[src/gpp_pkg.sv]
// package for the gpio port and pin interrupt / pattern match block
// Operation
// - all pins are inputs after reset
// - set and clear locations change many bits
// - pin levels readable whatever function is selected
// - mask makes masked accesses skip unselected bits
// - byte and halfword lanes affect only themselves
// - whole-port write updates every output bit
// - up to 64 pins across ports
// - each pin raises edge or level interrupt
// - chosen pin combination raises one group interrupt
// - eight selectable pin interrupts, separate lines
// - edge channels trigger rising, falling or both
// - level channels active high or active low
// - pin interrupts request wake from idle, standby
// - pattern engine combines eight pins into expression
// - each bit slice has its own interrupt
// - pattern match pulses cpu event, also to pin
// - pattern wakes only from idle and standby
// - source selection independent of pin function
// - control accesses complete in one cycle
package gpp_pkg;
  localparam int GPP_PORT_W = 32;
  localparam int GPP_NUM_PORTS = 2;
  localparam int GPP_NUM_PINS = 64;
  localparam int GPP_SEL_W = 6;
  localparam int GPP_NUM_CH = 8;
  localparam int GPP_LANES = 4;
  localparam logic [GPP_PORT_W-1:0] GPP_DIR_RST = 32'h00000000;
  localparam logic [GPP_PORT_W-1:0] GPP_OUT_RST = 32'h00000000;
  localparam logic [GPP_PORT_W-1:0] GPP_MASK_RST = 32'h00000000;

  // port access locations
  typedef enum logic [2:0] {
    GPP_LOC_DIR = 3'h0,
    GPP_LOC_MASK = 3'h1,
    GPP_LOC_PIN = 3'h2,
    GPP_LOC_MPIN = 3'h3,
    GPP_LOC_SET = 3'h4,
    GPP_LOC_CLR = 3'h5,
    GPP_LOC_OUT = 3'h6
  } gpp_loc_t;

  // pattern slice conditions
  localparam logic [2:0] GPP_PM_ALWAYS = 3'h0;
  localparam logic [2:0] GPP_PM_STK_RISE = 3'h1;
  localparam logic [2:0] GPP_PM_STK_FALL = 3'h2;
  localparam logic [2:0] GPP_PM_STK_ANY = 3'h3;
  localparam logic [2:0] GPP_PM_HIGH = 3'h4;
  localparam logic [2:0] GPP_PM_LOW = 3'h5;
  localparam logic [2:0] GPP_PM_NEVER = 3'h6;
  localparam logic [2:0] GPP_PM_EVENT = 3'h7;

  // power modes seen by the wake logic
  typedef enum logic [3:0] {
    GPP_PM_ACTIVE = 4'h1,
    GPP_PM_IDLE = 4'h2,
    GPP_PM_STANDBY = 4'h4,
    GPP_PM_DEEP = 4'h8
  } gpp_pwr_t;

  typedef struct packed {
    logic en;
    logic [$clog2(GPP_NUM_PORTS)-1:0] port;
    gpp_loc_t loc;
    logic [GPP_LANES-1:0] be;
    logic [GPP_PORT_W-1:0] data;
  } gpp_acc_t;

  typedef struct packed {
    logic [GPP_SEL_W-1:0] sel;
    logic level;
    logic rise_en;
    logic fall_en;
  } gpp_pint_cfg_t;

  typedef struct packed {
    logic [2:0] src;
    logic [2:0] cond;
    logic endpoint;
  } gpp_slice_cfg_t;
endpackage
[src/gpp_gpio_pint.sv]
// gpio ports with per-pin and group interrupts, pin interrupt and pattern match engine
`timescale 1ns/1ps
module gpp_gpio_pint #(
  parameter int NUM_PORTS = gpp_pkg::GPP_NUM_PORTS,
  parameter int NUM_CH = gpp_pkg::GPP_NUM_CH
) (
  input wire logic clk, // 25 MHz system clock
  input wire logic rst, // async reset, active high
  input wire logic ce, // clock enable, freezes state when low
  input wire gpp_pkg::gpp_acc_t wr, // port write access
  input wire gpp_pkg::gpp_acc_t rd, // port read access (data unused)
  output logic [gpp_pkg::GPP_PORT_W-1:0] rd_data, // read data
  output logic rd_valid, // read data valid pulse
  input wire logic [NUM_PORTS*32-1:0] pin_in, // pad input levels
  output logic [NUM_PORTS*32-1:0] pin_out, // pad output levels
  output logic [NUM_PORTS*32-1:0] pin_oe, // pad output enables, high drives
  input wire logic [NUM_PORTS*32-1:0] pin_irq_en, // per-pin interrupt enable
  input wire logic [NUM_PORTS*32-1:0] pin_irq_level, // 1 level, 0 edge
  input wire logic [NUM_PORTS*32-1:0] pin_irq_pol, // 1 high/rising, 0 low/falling
  input wire logic [NUM_PORTS*32-1:0] pin_irq_clr, // clear edge status pulse
  output logic [NUM_PORTS-1:0] gpio_irq, // per-port interrupt
  input wire logic [NUM_PORTS*32-1:0] grp_en, // group member pins
  input wire logic [NUM_PORTS*32-1:0] grp_pol, // group active level
  input wire logic grp_and, // 1 all members, 0 any member
  input wire logic grp_edge, // 1 edge on combination, 0 level
  input wire logic grp_clr, // clear group edge status
  output logic group_irq, // group interrupt
  input wire gpp_pkg::gpp_pint_cfg_t [NUM_CH-1:0] pint_cfg, // channel setup
  input wire logic [NUM_CH-1:0] pint_clr, // clear channel edge status
  input wire logic pm_enable, // 1 lines driven by pattern slices
  input wire gpp_pkg::gpp_slice_cfg_t [NUM_CH-1:0] slice_cfg, // slice setup
  input wire logic pm_stk_clr, // clear sticky slice edges
  input wire logic pm_evt_en, // enable cpu event on match
  output logic [NUM_CH-1:0] pint_irq, // lines to processor_interrupt_controller
  output logic cpu_event_notify, // event pulse to cpu
  output logic event_pin, // event copy for a pad
  input wire gpp_pkg::gpp_pwr_t power_mode, // current power mode
  input wire logic wake_en, // allow pin interrupt wake
  output logic wake_req // wake request to power control
);
  import gpp_pkg::*;

  // total pin count over all ports
  localparam int NP = NUM_PORTS * 32;

  // port registers
  logic [NUM_PORTS-1:0][31:0] dir_q;
  logic [NUM_PORTS-1:0][31:0] out_q;
  logic [NUM_PORTS-1:0][31:0] mask_q;

  // pin synchroniser and per-pin interrupt state
  logic [NP-1:0] sync1_q;
  logic [NP-1:0] sync2_q;
  logic [NP-1:0] prev_q;
  logic [NP-1:0] pin_stat_q;
  logic [NP-1:0] pin_act;
  logic [NP-1:0] rise;
  logic [NP-1:0] fall;

  // group interrupt state
  logic grp_now;
  logic grp_prev_q;
  logic grp_stat_q;

  // pin channel and sticky edge state
  logic [NUM_CH-1:0] ch_lvl;
  logic [NUM_CH-1:0] ch_prev_q;
  logic [NUM_CH-1:0] ch_stat_q;
  logic [NUM_CH-1:0] ch_irq;
  logic [NUM_CH-1:0] stk_rise_q;
  logic [NUM_CH-1:0] stk_fall_q;

  // pattern slices and cpu event
  logic [NUM_CH-1:0] term;
  logic [NUM_CH-1:0] slice_irq;
  logic any_match;
  logic match_prev_q;
  logic evt_q;

  // read path
  logic [31:0] rd_d;

  // lane expansion of byte enables
  function automatic logic [31:0] lane_mask(input logic [GPP_LANES-1:0] be);
    logic [31:0] m;
    m = 32'h00000000;
    for (int i = 0; i < GPP_LANES; i++) begin
      m[i*8 +: 8] = {8{be[i]}};
    end
    return m;
  endfunction

  // merge new bits into old where sel is high
  function automatic logic [31:0] merge(input logic [31:0] old, input logic [31:0] nw, input logic [31:0] sel);
    return (old & ~sel) | (nw & sel);
  endfunction

  // two-flop pin synchroniser, second stage feeds all logic
  always_ff @(posedge clk or posedge rst) begin
    if (rst) begin
      sync1_q <= '0;
      sync2_q <= '0;
      prev_q <= '0;
    end else if (ce) begin
      sync1_q <= pin_in;
      sync2_q <= sync1_q;
      prev_q <= sync2_q;
    end
  end

  // edges seen between the last two synchronised samples
  assign rise = sync2_q & ~prev_q;
  assign fall = ~sync2_q & prev_q;

  // direction registers, inputs after reset
  always_ff @(posedge clk or posedge rst) begin
    if (rst) begin
      dir_q <= {NUM_PORTS{GPP_DIR_RST}};
    end else if (ce && wr.en && wr.loc == GPP_LOC_DIR) begin
      dir_q[wr.port] <= merge(dir_q[wr.port], wr.data, lane_mask(wr.be));
    end
  end

  // mask registers, a set bit excludes that pin from masked accesses
  always_ff @(posedge clk or posedge rst) begin
    if (rst) begin
      mask_q <= {NUM_PORTS{GPP_MASK_RST}};
    end else if (ce && wr.en && wr.loc == GPP_LOC_MASK) begin
      mask_q[wr.port] <= merge(mask_q[wr.port], wr.data, lane_mask(wr.be));
    end
  end

  // output registers: whole, masked, set and clear writes
  always_ff @(posedge clk or posedge rst) begin
    if (rst) begin
      out_q <= {NUM_PORTS{GPP_OUT_RST}};
    end else if (ce && wr.en) begin
      unique case (wr.loc)
        GPP_LOC_PIN, GPP_LOC_OUT: begin
          out_q[wr.port] <= merge(out_q[wr.port], wr.data, lane_mask(wr.be));
        end
        GPP_LOC_MPIN: begin
          out_q[wr.port] <= merge(out_q[wr.port], wr.data, lane_mask(wr.be) & ~mask_q[wr.port]);
        end
        GPP_LOC_SET: begin
          out_q[wr.port] <= out_q[wr.port] | (wr.data & lane_mask(wr.be));
        end
        GPP_LOC_CLR: begin
          out_q[wr.port] <= out_q[wr.port] & ~(wr.data & lane_mask(wr.be));
        end
        default: begin
          out_q[wr.port] <= out_q[wr.port];
        end
      endcase
    end
  end

  // pads driven from registers
  assign pin_out = out_q;
  assign pin_oe = dir_q;

  // read mux, pins read from the synchroniser regardless of function
  always_comb begin
    rd_d = 32'h00000000;
    unique case (rd.loc)
      GPP_LOC_DIR: rd_d = dir_q[rd.port];
      GPP_LOC_MASK: rd_d = mask_q[rd.port];
      GPP_LOC_PIN: rd_d = sync2_q[rd.port*32 +: 32];
      GPP_LOC_MPIN: rd_d = sync2_q[rd.port*32 +: 32] & ~mask_q[rd.port];
      GPP_LOC_OUT, GPP_LOC_SET, GPP_LOC_CLR: rd_d = out_q[rd.port];
      default: rd_d = 32'h00000000;
    endcase
    rd_d = rd_d & lane_mask(rd.be);
  end

  // registered read answer one cycle after the request
  always_ff @(posedge clk or posedge rst) begin
    if (rst) begin
      rd_data <= 32'h00000000;
      rd_valid <= 1'b0;
    end else if (ce) begin
      rd_valid <= rd.en;
      if (rd.en) begin
        rd_data <= rd_d;
      end
    end
  end

  // per-pin edge select, bit by bit: polarity high takes rising, low takes falling
  assign pin_act = pin_irq_en & ((pin_irq_pol & rise) | (~pin_irq_pol & fall));

  // per-pin edge status, set wins over clear
  always_ff @(posedge clk or posedge rst) begin
    if (rst) begin
      pin_stat_q <= '0;
    end else if (ce) begin
      pin_stat_q <= (pin_stat_q & ~pin_irq_clr) | (pin_act & ~pin_irq_level);
    end
  end

  // per-port interrupt lines from edge status or live level
  for (genvar p = 0; p < NUM_PORTS; p++) begin : g_port_irq
    assign gpio_irq[p] = |((pin_stat_q[p*32 +: 32] & ~pin_irq_level[p*32 +: 32])
                          | (pin_irq_en[p*32 +: 32] & pin_irq_level[p*32 +: 32]
                             & ~(sync2_q[p*32 +: 32] ^ pin_irq_pol[p*32 +: 32])));
  end

  // group combination of selected pins
  always_comb begin
    if (grp_and) begin
      grp_now = (|grp_en) && ((grp_en & ~(sync2_q ^ grp_pol)) == grp_en);
    end else begin
      grp_now = |(grp_en & ~(sync2_q ^ grp_pol));
    end
  end

  // group edge status, set wins over clear
  always_ff @(posedge clk or posedge rst) begin
    if (rst) begin
      grp_prev_q <= 1'b0;
      grp_stat_q <= 1'b0;
    end else if (ce) begin
      grp_prev_q <= grp_now;
      grp_stat_q <= (grp_stat_q & ~grp_clr) | (grp_now & ~grp_prev_q);
    end
  end

  // group line: latched rise in edge mode, live combination otherwise
  assign group_irq = grp_edge ? grp_stat_q : grp_now;

  // pin interrupt channels pick any pin of ports 0 and 1
  for (genvar c = 0; c < NUM_CH; c++) begin : g_chan
    assign ch_lvl[c] = sync2_q[pint_cfg[c].sel];
    // level: rise_en enables, fall_en picks low-active
    assign ch_irq[c] = pint_cfg[c].level ? (pint_cfg[c].rise_en & (ch_lvl[c] ^ pint_cfg[c].fall_en))
                                         : ch_stat_q[c];
  end

  // channel edge status and slice sticky edges, set wins over clear
  always_ff @(posedge clk or posedge rst) begin
    if (rst) begin
      ch_prev_q <= '0;
      ch_stat_q <= '0;
      stk_rise_q <= '0;
      stk_fall_q <= '0;
    end else if (ce) begin
      ch_prev_q <= ch_lvl;
      for (int c = 0; c < NUM_CH; c++) begin
        ch_stat_q[c] <= (ch_stat_q[c] & ~pint_clr[c]) | (~pint_cfg[c].level
                        & ((pint_cfg[c].rise_en & ch_lvl[c] & ~ch_prev_q[c])
                           | (pint_cfg[c].fall_en & ~ch_lvl[c] & ch_prev_q[c])));
      end
      stk_rise_q <= (stk_rise_q & {NUM_CH{~pm_stk_clr}}) | (ch_lvl & ~ch_prev_q);
      stk_fall_q <= (stk_fall_q & {NUM_CH{~pm_stk_clr}}) | (~ch_lvl & ch_prev_q);
    end
  end

  // pattern slices: product terms chained until an endpoint
  for (genvar s = 0; s < NUM_CH; s++) begin : g_slice
    logic cond;
    logic [2:0] src;
    assign src = slice_cfg[s].src;
    always_comb begin
      cond = 1'b0;
      unique case (slice_cfg[s].cond)
        GPP_PM_ALWAYS: cond = 1'b1;
        GPP_PM_STK_RISE: cond = stk_rise_q[src];
        GPP_PM_STK_FALL: cond = stk_fall_q[src];
        GPP_PM_STK_ANY: cond = stk_rise_q[src] | stk_fall_q[src];
        GPP_PM_HIGH: cond = ch_lvl[src];
        GPP_PM_LOW: cond = ~ch_lvl[src];
        GPP_PM_NEVER: cond = 1'b0;
        GPP_PM_EVENT: cond = ch_lvl[src] ^ ch_prev_q[src];
      endcase
    end
    if (s == 0) begin : g_first
      assign term[s] = cond;
    end else begin : g_next
      assign term[s] = cond & (slice_cfg[s-1].endpoint | term[s-1]);
    end
    assign slice_irq[s] = slice_cfg[s].endpoint & term[s];
  end

  // channel lines come from the slices when the pattern engine is on
  assign pint_irq = pm_enable ? slice_irq : ch_irq;
  assign any_match = pm_enable & (|slice_irq);

  // one-cycle cpu event on each new match
  always_ff @(posedge clk or posedge rst) begin
    if (rst) begin
      match_prev_q <= 1'b0;
      evt_q <= 1'b0;
    end else if (ce) begin
      match_prev_q <= any_match;
      evt_q <= pm_evt_en & any_match & ~match_prev_q;
    end
  end

  // one registered pulse feeds both the cpu and the pad
  assign cpu_event_notify = evt_q;
  assign event_pin = evt_q;

  // wake only from idle or standby
  assign wake_req = wake_en & (|pint_irq)
                    & (power_mode == GPP_PM_IDLE || power_mode == GPP_PM_STANDBY);
endmodule

[config.mk]
export PLATFORM = sky130hd
export DESIGN_NAME = gpp_gpio_pint
export DESIGN_NICKNAME = d
export VERILOG_FILES = /design/src/gpp_pkg.sv /design/src/gpp_gpio_pint.sv
export SDC_FILE = /design/constraint.sdc
export NUM_CORES = 2
export LEC_CHECK = 0
export ABC_AREA = 0
export BUFFER_PORTS_ARGS = -buffer_cell sky130_fd_sc_hd__buf_2
export CORE_AREA = 2 2 334 336
export CTS_BUF_LIST = sky130_fd_sc_hd__clkbuf_16
export CTS_CLUSTER_DIAMETER = 30
export DETAILED_ROUTE_END_ITERATION = 6
export DIE_AREA = 0 0 336 338
export PLACE_DENSITY = 0.51
export SLEW_MARGIN = 30
export SYNTH_ARGS = -nofsm -noshare
export SYNTH_HDL_FRONTEND = slang
export SYNTH_SLANG_ARGS = --single-unit
[constraint.sdc]
create_clock -name clk -period 36.5 [get_ports clk]
set_input_delay 3.65 -clock clk [delete_from_list [all_inputs] [get_ports clk]]
set_output_delay 3.65 -clock clk [all_outputs]
set_load 0.02 [all_outputs]
Yosys cells after proc, flatten, opt, wreduce, memory -nomap -nowiden
Cells that the tools add are included.

Add/subtract/negate cells: 0. $mul: 0. Div/mod/pow operators: 0. Magnitude comparators: 19. Equality and inequality tests: 71. Shift operators: 1. Muxes and demuxes: 122. Bitwise logic cells: 229. Reduce and logical (&&, ||, !) cells: 25.

Operator list (count): bitwise AND 32 bit (16); bitwise AND 64 bit (8); bitwise mux 64 bit (7); 2-to-1 mux 32 bit (13); inverter 64 bit (6); inverter 32 bit (9); one-hot mux 64 bit (4 select lines) (1); OR 32 bit (7); one-hot mux 32 bit (5 select lines) (1); OR 64 bit (2); OR reduction 64 bit (2); == test 3 bit (second input constant) (38); binary-select mux 1 bit (select 3 bit) (32); bitwise AND 1 bit (78); == test 64 bit (1); one-hot mux 1 bit (8 select lines) (8); OR reduction 32 bit (2); indexed part select 64 x 7 -> 32 bit (1); XOR 32 bit (2); XOR 64 bit (1); == test 3 x 2 -> 1 bit (second input constant) (20); < comparator 6 x 7 -> 1 bit (second input constant) (8); 2-to-1 mux 1 bit (50); binary-select mux 1 bit (select 6 bit) (8); 21 further kinds (146).

Bits in registers: 517. Latch bits: 0. RAM bits: 0. ROM bits: 0. Input bits: 680. Memories kept: 0.

Logic depth before layout (Yosys ltp)
Word-level depth: 25. Mapped depth: 18. Depth with buffers taken out: 15.

Least setup slack after synthesis
OpenSTA, ideal clock, no wires.

Kind: in2out. From: input port pint_cfg[66] (netlist name). To: output port wake_req. Arrival: 8.364 ns. Required time: 32.850 ns. Path slack: 24.486 ns. Cell stages on the path: 15. Cells stage by stage: buf_2 -> clkbuf_1 -> mux4_2 -> a22o_1 -> a41oi_1 -> nand3_1 -> mux2_2 -> o221ai_1 -> mux2_2 -> or4_4 -> o2111a_2 -> o221a_4 -> a31o_1 -> or4_1 -> o31a_1.

Elaborated cells on any way between the ends: 71.

RTL lines: from (decl) (RTL line gpp_gpio_pint.sv:28) `input wire gpp_pkg::gpp_pint_cfg_t [NUM_CH-1:0] pint_cfg,`; binary-select mux 1 bit (select 6 bit) * (RTL line gpp_gpio_pint.sv:233) `assign ch_lvl[c] = sync2_q[pint_cfg[c].sel];`; 2-to-1 mux 1 bit (not written as such) * (RTL line gpp_gpio_pint.sv:233); binary-select mux 1 bit (select 3 bit) (RTL line gpp_gpio_pint.sv:270, gpp_gpio_pint.sv:271, gpp_gpio_pint.sv:273); 2-to-1 mux 1 bit (not written as such) (RTL line gpp_gpio_pint.sv:270, gpp_gpio_pint.sv:271, gpp_gpio_pint.sv:273); XOR 1 bit or inverter 1 bit (tied branches) (RTL line gpp_gpio_pint.sv:273, gpp_gpio_pint.sv:271); one-hot mux 1 bit (8 select lines) (RTL line gpp_gpio_pint.sv:265) `unique case (slice_cfg[s].cond)`; OR 1 bit (RTL line gpp_gpio_pint.sv:279) `assign term[s] = cond & (slice_cfg[s-1].endpoint | term[s-1]);`; bitwise AND 1 bit (RTL line gpp_gpio_pint.sv:279); [... 4 more ...]; OR 1 bit (RTL line gpp_gpio_pint.sv:279); bitwise AND 1 bit * (RTL line gpp_gpio_pint.sv:279); bitwise AND 1 bit * (RTL line gpp_gpio_pint.sv:281) `assign slice_irq[s] = slice_cfg[s].endpoint & term[s];`; 2-to-1 mux 8 bit * (RTL line gpp_gpio_pint.sv:285) `assign pint_irq = pm_enable ? slice_irq : ch_irq;`; named net pint_irq[4] (RTL line gpp_gpio_pint.sv:34) `output logic [NUM_CH-1:0] pint_irq,`; OR reduction 8 bit * (RTL line gpp_gpio_pint.sv:304) `assign wake_req = wake_en & (|pint_irq)`; bitwise AND 1 bit * (RTL line gpp_gpio_pint.sv:304); bitwise AND 1 bit * (RTL line gpp_gpio_pint.sv:305) `& (power_mode == GPP_PM_IDLE || power_mode == GPP_PM_STANDBY);`; to (decl) (RTL line gpp_gpio_pint.sv:39) `output logic wake_req`.

Mark *: on every way through the listed nets, which the timed path passes. The rest lies on a longest branch. The select of a mux whose other input is x is not followed.

Worst setup path in the final report
From: input port pint_cfg[14] (netlist name). To: output port wake_req.

Longest elaborated chain between the ends: 25. Elaborated cells on any way between the ends: 71.

RTL lines (RTL line): binary-select mux 1 bit (select 6 bit) * (gpp_gpio_pint.sv:233); 2-to-1 mux 1 bit (not written as such) * (gpp_gpio_pint.sv:233); binary-select mux 1 bit (select 3 bit) (gpp_gpio_pint.sv:270, gpp_gpio_pint.sv:271, gpp_gpio_pint.sv:273); 2-to-1 mux 1 bit (not written as such) (gpp_gpio_pint.sv:270, gpp_gpio_pint.sv:271, gpp_gpio_pint.sv:273); XOR 1 bit or inverter 1 bit (tied branches) (gpp_gpio_pint.sv:273, gpp_gpio_pint.sv:271); one-hot mux 1 bit (8 select lines) (gpp_gpio_pint.sv:265); OR 1 bit (gpp_gpio_pint.sv:279); bitwise AND 1 bit (gpp_gpio_pint.sv:279); [... 9 more ...]; bitwise AND 1 bit (gpp_gpio_pint.sv:279); OR 1 bit (gpp_gpio_pint.sv:279); bitwise AND 1 bit (gpp_gpio_pint.sv:279); bitwise AND 1 bit (gpp_gpio_pint.sv:281); 2-to-1 mux 8 bit * (gpp_gpio_pint.sv:285); OR reduction 8 bit * (gpp_gpio_pint.sv:304); bitwise AND 1 bit * (gpp_gpio_pint.sv:304); bitwise AND 1 bit * (gpp_gpio_pint.sv:305).

Every way passes the cells marked *; elsewhere a longest branch is shown, timed or not. The select of a mux whose other input is x is not followed.

==> flow_metrics.py <==
metrics = {
    "timing": {
        "finalClockSkew_ns": 0.04942,
        "max_freq_mhz": 78.16,
        "final_hold_viol_count": 0,
        "slew_viol_final": 0,
        "max_slew_margin_pct": 21.34,
        "fin_crit_ns": 12.79,
        "setup_viol": 0,
        "worst_slew_pin_slew_ns": 1.170,
        "post-route-period-util_pct": 35.05,
        "tns_ns": 0,
        "rsz0062_at_grt": "false",
    },
    "power_and_ir_drop": {
        "p_leak_nw": 21.79,
        "internal_power_mw": 1.919,
        "power_switching_mw": 0.9974,
        "swShare_pct": 34.20,
        "combPwrFrac_pct": 26.5,
        "ir_drop_uv": 49.43,
        "powerDensity_nw_per_um2": 61.55,
        "power.share.clock_pct": 46.5,
        "p_seq_share_pct": 27.0,
    },
    "synth": {
        "synth_area_leaders": "dfrtp_1 (36%), mux2_2 (14%), mux4_2 (9.2%)",
        "ys_seq_elements": 517,
        "yosys_warnings": 0,
        "synth_area_per_cell_um2": 9.986,
        "synth.most_common_cell": "dfrtp_1",
        "synth_top_flop_cell": "dfrtp_1",
        "synth_top_cell_area_share_pct": 35.61,
        "syn_inst": 3638,
        "synth_nets": 4326,
        "synth_edf_count": 0,
        "ys_async_sr_fraction_pct": 100.0,
        "synth.top_cells.by_count": "dfrtp_1 (517), mux2_2 (446), nand2_1 (430), mux2i_1 (226), clkbuf_1 (209)",
        "yosysTopAreaCell": "dfrtp_1",
        "synth_cell_type_count": 88,
        "yosysSeqAreaShare_pct": 35.61,
        "syn_area_um2": 36330,
    },
    "hold_path": {
        "worstHoldPathType": "flip-flop to flip-flop",
        "min_to": "pin_stat_q[2]",
        "hp-start": "pin_stat_q[2]",
        "hold_depth": 2,
    },
    "setup_path": {
        "end_kind": "primary output",
        "crit_type": "input port to primary output",
        "worstRegToRegCells": 14,
        "cp.required_ns": 32.85,
        "rr_endpoint": "match_prev_q",
        "crit_fanout": 25,
        "reg2reg_slack_ns": 30.56,
        "worstPathArrival_ns": 9.14,
        "reg2reg_from": "sync2_q[29]",
        "start_kind": "input port",
    },
    "route": {
        "drc": 0,
        "num_vias": 35220,
        "wl_um": 185300,
        "viasPerCell": 5.775,
        "antenna_left": 0,
        "drtIter0Drc": 3244,
        "wl_per_cell_um": 30.38,
        "firstDrtPassIters": 6,
    },
    "die": {
        "rows": 122,
        "ios": 855,
        "start_util_pct": 33.01,
        "die_area_um2": 113600,
        "die_h_um": 338,
        "die_w_um": 336,
        "coreArea_um2": 110100,
    },
    "placement": {
        "dp_hpwl_um": 139200,
        "port_buffers": 822,
        "place.gp.congestion": 0.9627,
        "placed_area_um2": 41940,
    },
    "global_routing": {
        "overflow": 0,
        "grt_util_all_layers_pct": 31.83,
        "antenna_found_initial": 93,
        "grt_start_max_net_pins": 104,
        "grt_pass1_wl_um": 257100,
        "grt_pass1_vias": 34330,
    },
    "flow_run": {
        "max_cap_violations": 0,
    },
    "clock_tree": {
        "cts_max_level": 4,
        "cts_sinks": 517,
        "clk_pin_slew_worst_paths_ns": 0.04,
        "clockRootBuffer": "clkbuf_16",
        "cts_made_buffers": 155,
        "ctsResizeCount": 0,
        "clock_latency_ns": 0.76,
        "cts_tree": "done",
        "cts.hold.buffers_added": 0,
        "post-cts-setup-buffers": 0,
        "clock_path_buffers": 3,
    },
    "outcome": {
        "outcome": "finished clean",
    },
    "cells_and_area": {
        "finish.instance_area_um2": 47380,
        "drive_gt1_share_pct": 38.64,
        "area_growth_pct": 30.44,
        "finalNetCount": 5125,
    },
}
[worst max-delay path, stage by stage]
cell and delay, ns:
buf_2 0.53, mux2i_1 0.16, a311oi_1 0.37, nand3_1 0.12, nand4_1 0.20, o21a_1 0.43, clkinv_1 0.48, mux4_2 0.62
mux2_4 0.32, or4_4 0.47, o2111a_2 0.33, o221a_4 0.26, a31o_1 0.22, or4_1 0.53, o31a_1 0.26, buf_2 0.16
[placed cells by master (no fill, tap or decap), types with 11 or more instances in the layout]
master	instances
mux4_2	148
o22ai_1	68
nand2_1	430
mux2_2	446
clkinv_1	31
clkinv_2	29
a41o_1	17
nand4_1	34
a221o_1	36
nor4_1	29
a21boi_0	16
bufinv_16	21
a221oi_1	25
buf_2	819
a21oi_1	200
o31ai_1	49
o221ai_1	16
xor2_1	34
a32o_1	41
o22a_1	25
nand3_1	117
o21ai_0	108
xnor2_1	129
nor2_1	176
nand2b_1	35
a22o_1	17
a211oi_1	11
inv_1	219
buf_4	80
diode_2	47
clkbuf_16	156
mux2i_1	226
nor3_1	22
dfrtp_1	517
nor2b_1	24
a22oi_1	16
[stage by stage]
step	utilization [%]	instances	hold WS [ns]	power, mW	worst slack (ns)
5_1_grt	42.99	6070	0.4897	3.025	23.52
2_1_floorplan	-	3638	0.4467	1.219	18.41
4_1_cts	42.93	6051	0.4782	2.917	23.79
6_report	43.05	6098	0.4754	2.916	23.71
3_5_place_dp	38.11	5768	0.4649	1.549	23.80
3_3_place_gp	38.09	5768	0.4592	1.541	23.79
[logic make-up after synthesis]
logic type	Yosys count	synth area share, %
xor gates and xnor gates	163	3.930
muxes	830	29.88
adders and majority gates	11	0.3582
buffers and inverters	465	5.004
and+or+nand+nor	935	11.61
AOI/OAI and AO/OA	717	13.60
DFF	517	35.61
[power by group through the flow]
| stage | registers [mW] | logic, mW | clock network, mW |
|---|---|---|---|
| detailed placement | 0.790 | 0.760 | 0 |
| global placement | 0.787 | 0.754 | 0 |
| finish | 0.788 | 0.772 | 1.36 |
| CTS | 0.783 | 0.763 | 1.37 |
| floorplan | 0.792 | 0.426 | 0 |
| global route | 0.798 | 0.818 | 1.41 |
[flip-flops by register name (all words and copies together) (netlist names)]
name,flops
ch_stat_q,8
pin_stat_q,64
rd_data,32
ch_prev_q,8
rd_valid,1
grp_prev_q,1
grp_stat_q,1
pin_oe,64
prev_q,64
stk_rise_q,8
mask_q,64
cpu_event_notify,1
stk_fall_q,8
sync2_q,64
pin_out,64
sync1_q,64
match_prev_q,1
[area by class of cell]
type                            instances  area (um^2)
Antenna cell                           47        117.6
Clock buffer                          156         3904
Clock inverter                        127         1401
Fill cell                           10780        62670
Inverter                              203        772.0
Multi-Input combinational cell       2656        21630
Sequential cell                       517        12940
Tap cell                             1488         1862
Timing Repair Buffer                  904         4760
[metal layers]
| layer | track usage [%] | wire length (um) |
|---|---|---|
| met5 | 0.8511 | 629 |
| met4 | 10.10 | 5697 |
| met3 | 12.83 | 20940 |
| met2 | 49.75 | 82960 |
| met1 | 40.02 | 75030 |
[worst max path at each step]
stage | startpoint | end | slack, ns | cells past startpoint
floorplan | rst | ch_prev_q[0] | 18.41 | 1
global placement | pint_cfg[14] | wake_req | 23.79 | 16
detailed placement | pint_cfg[14] | wake_req | 23.80 | 16
CTS | pint_cfg[14] | wake_req | 23.79 | 16
global route | pint_cfg[14] | wake_req | 23.52 | 16
finish | pint_cfg[14] | wake_req | 23.71 | 16
No activity file was read; power rests on OpenSTA's default activity.
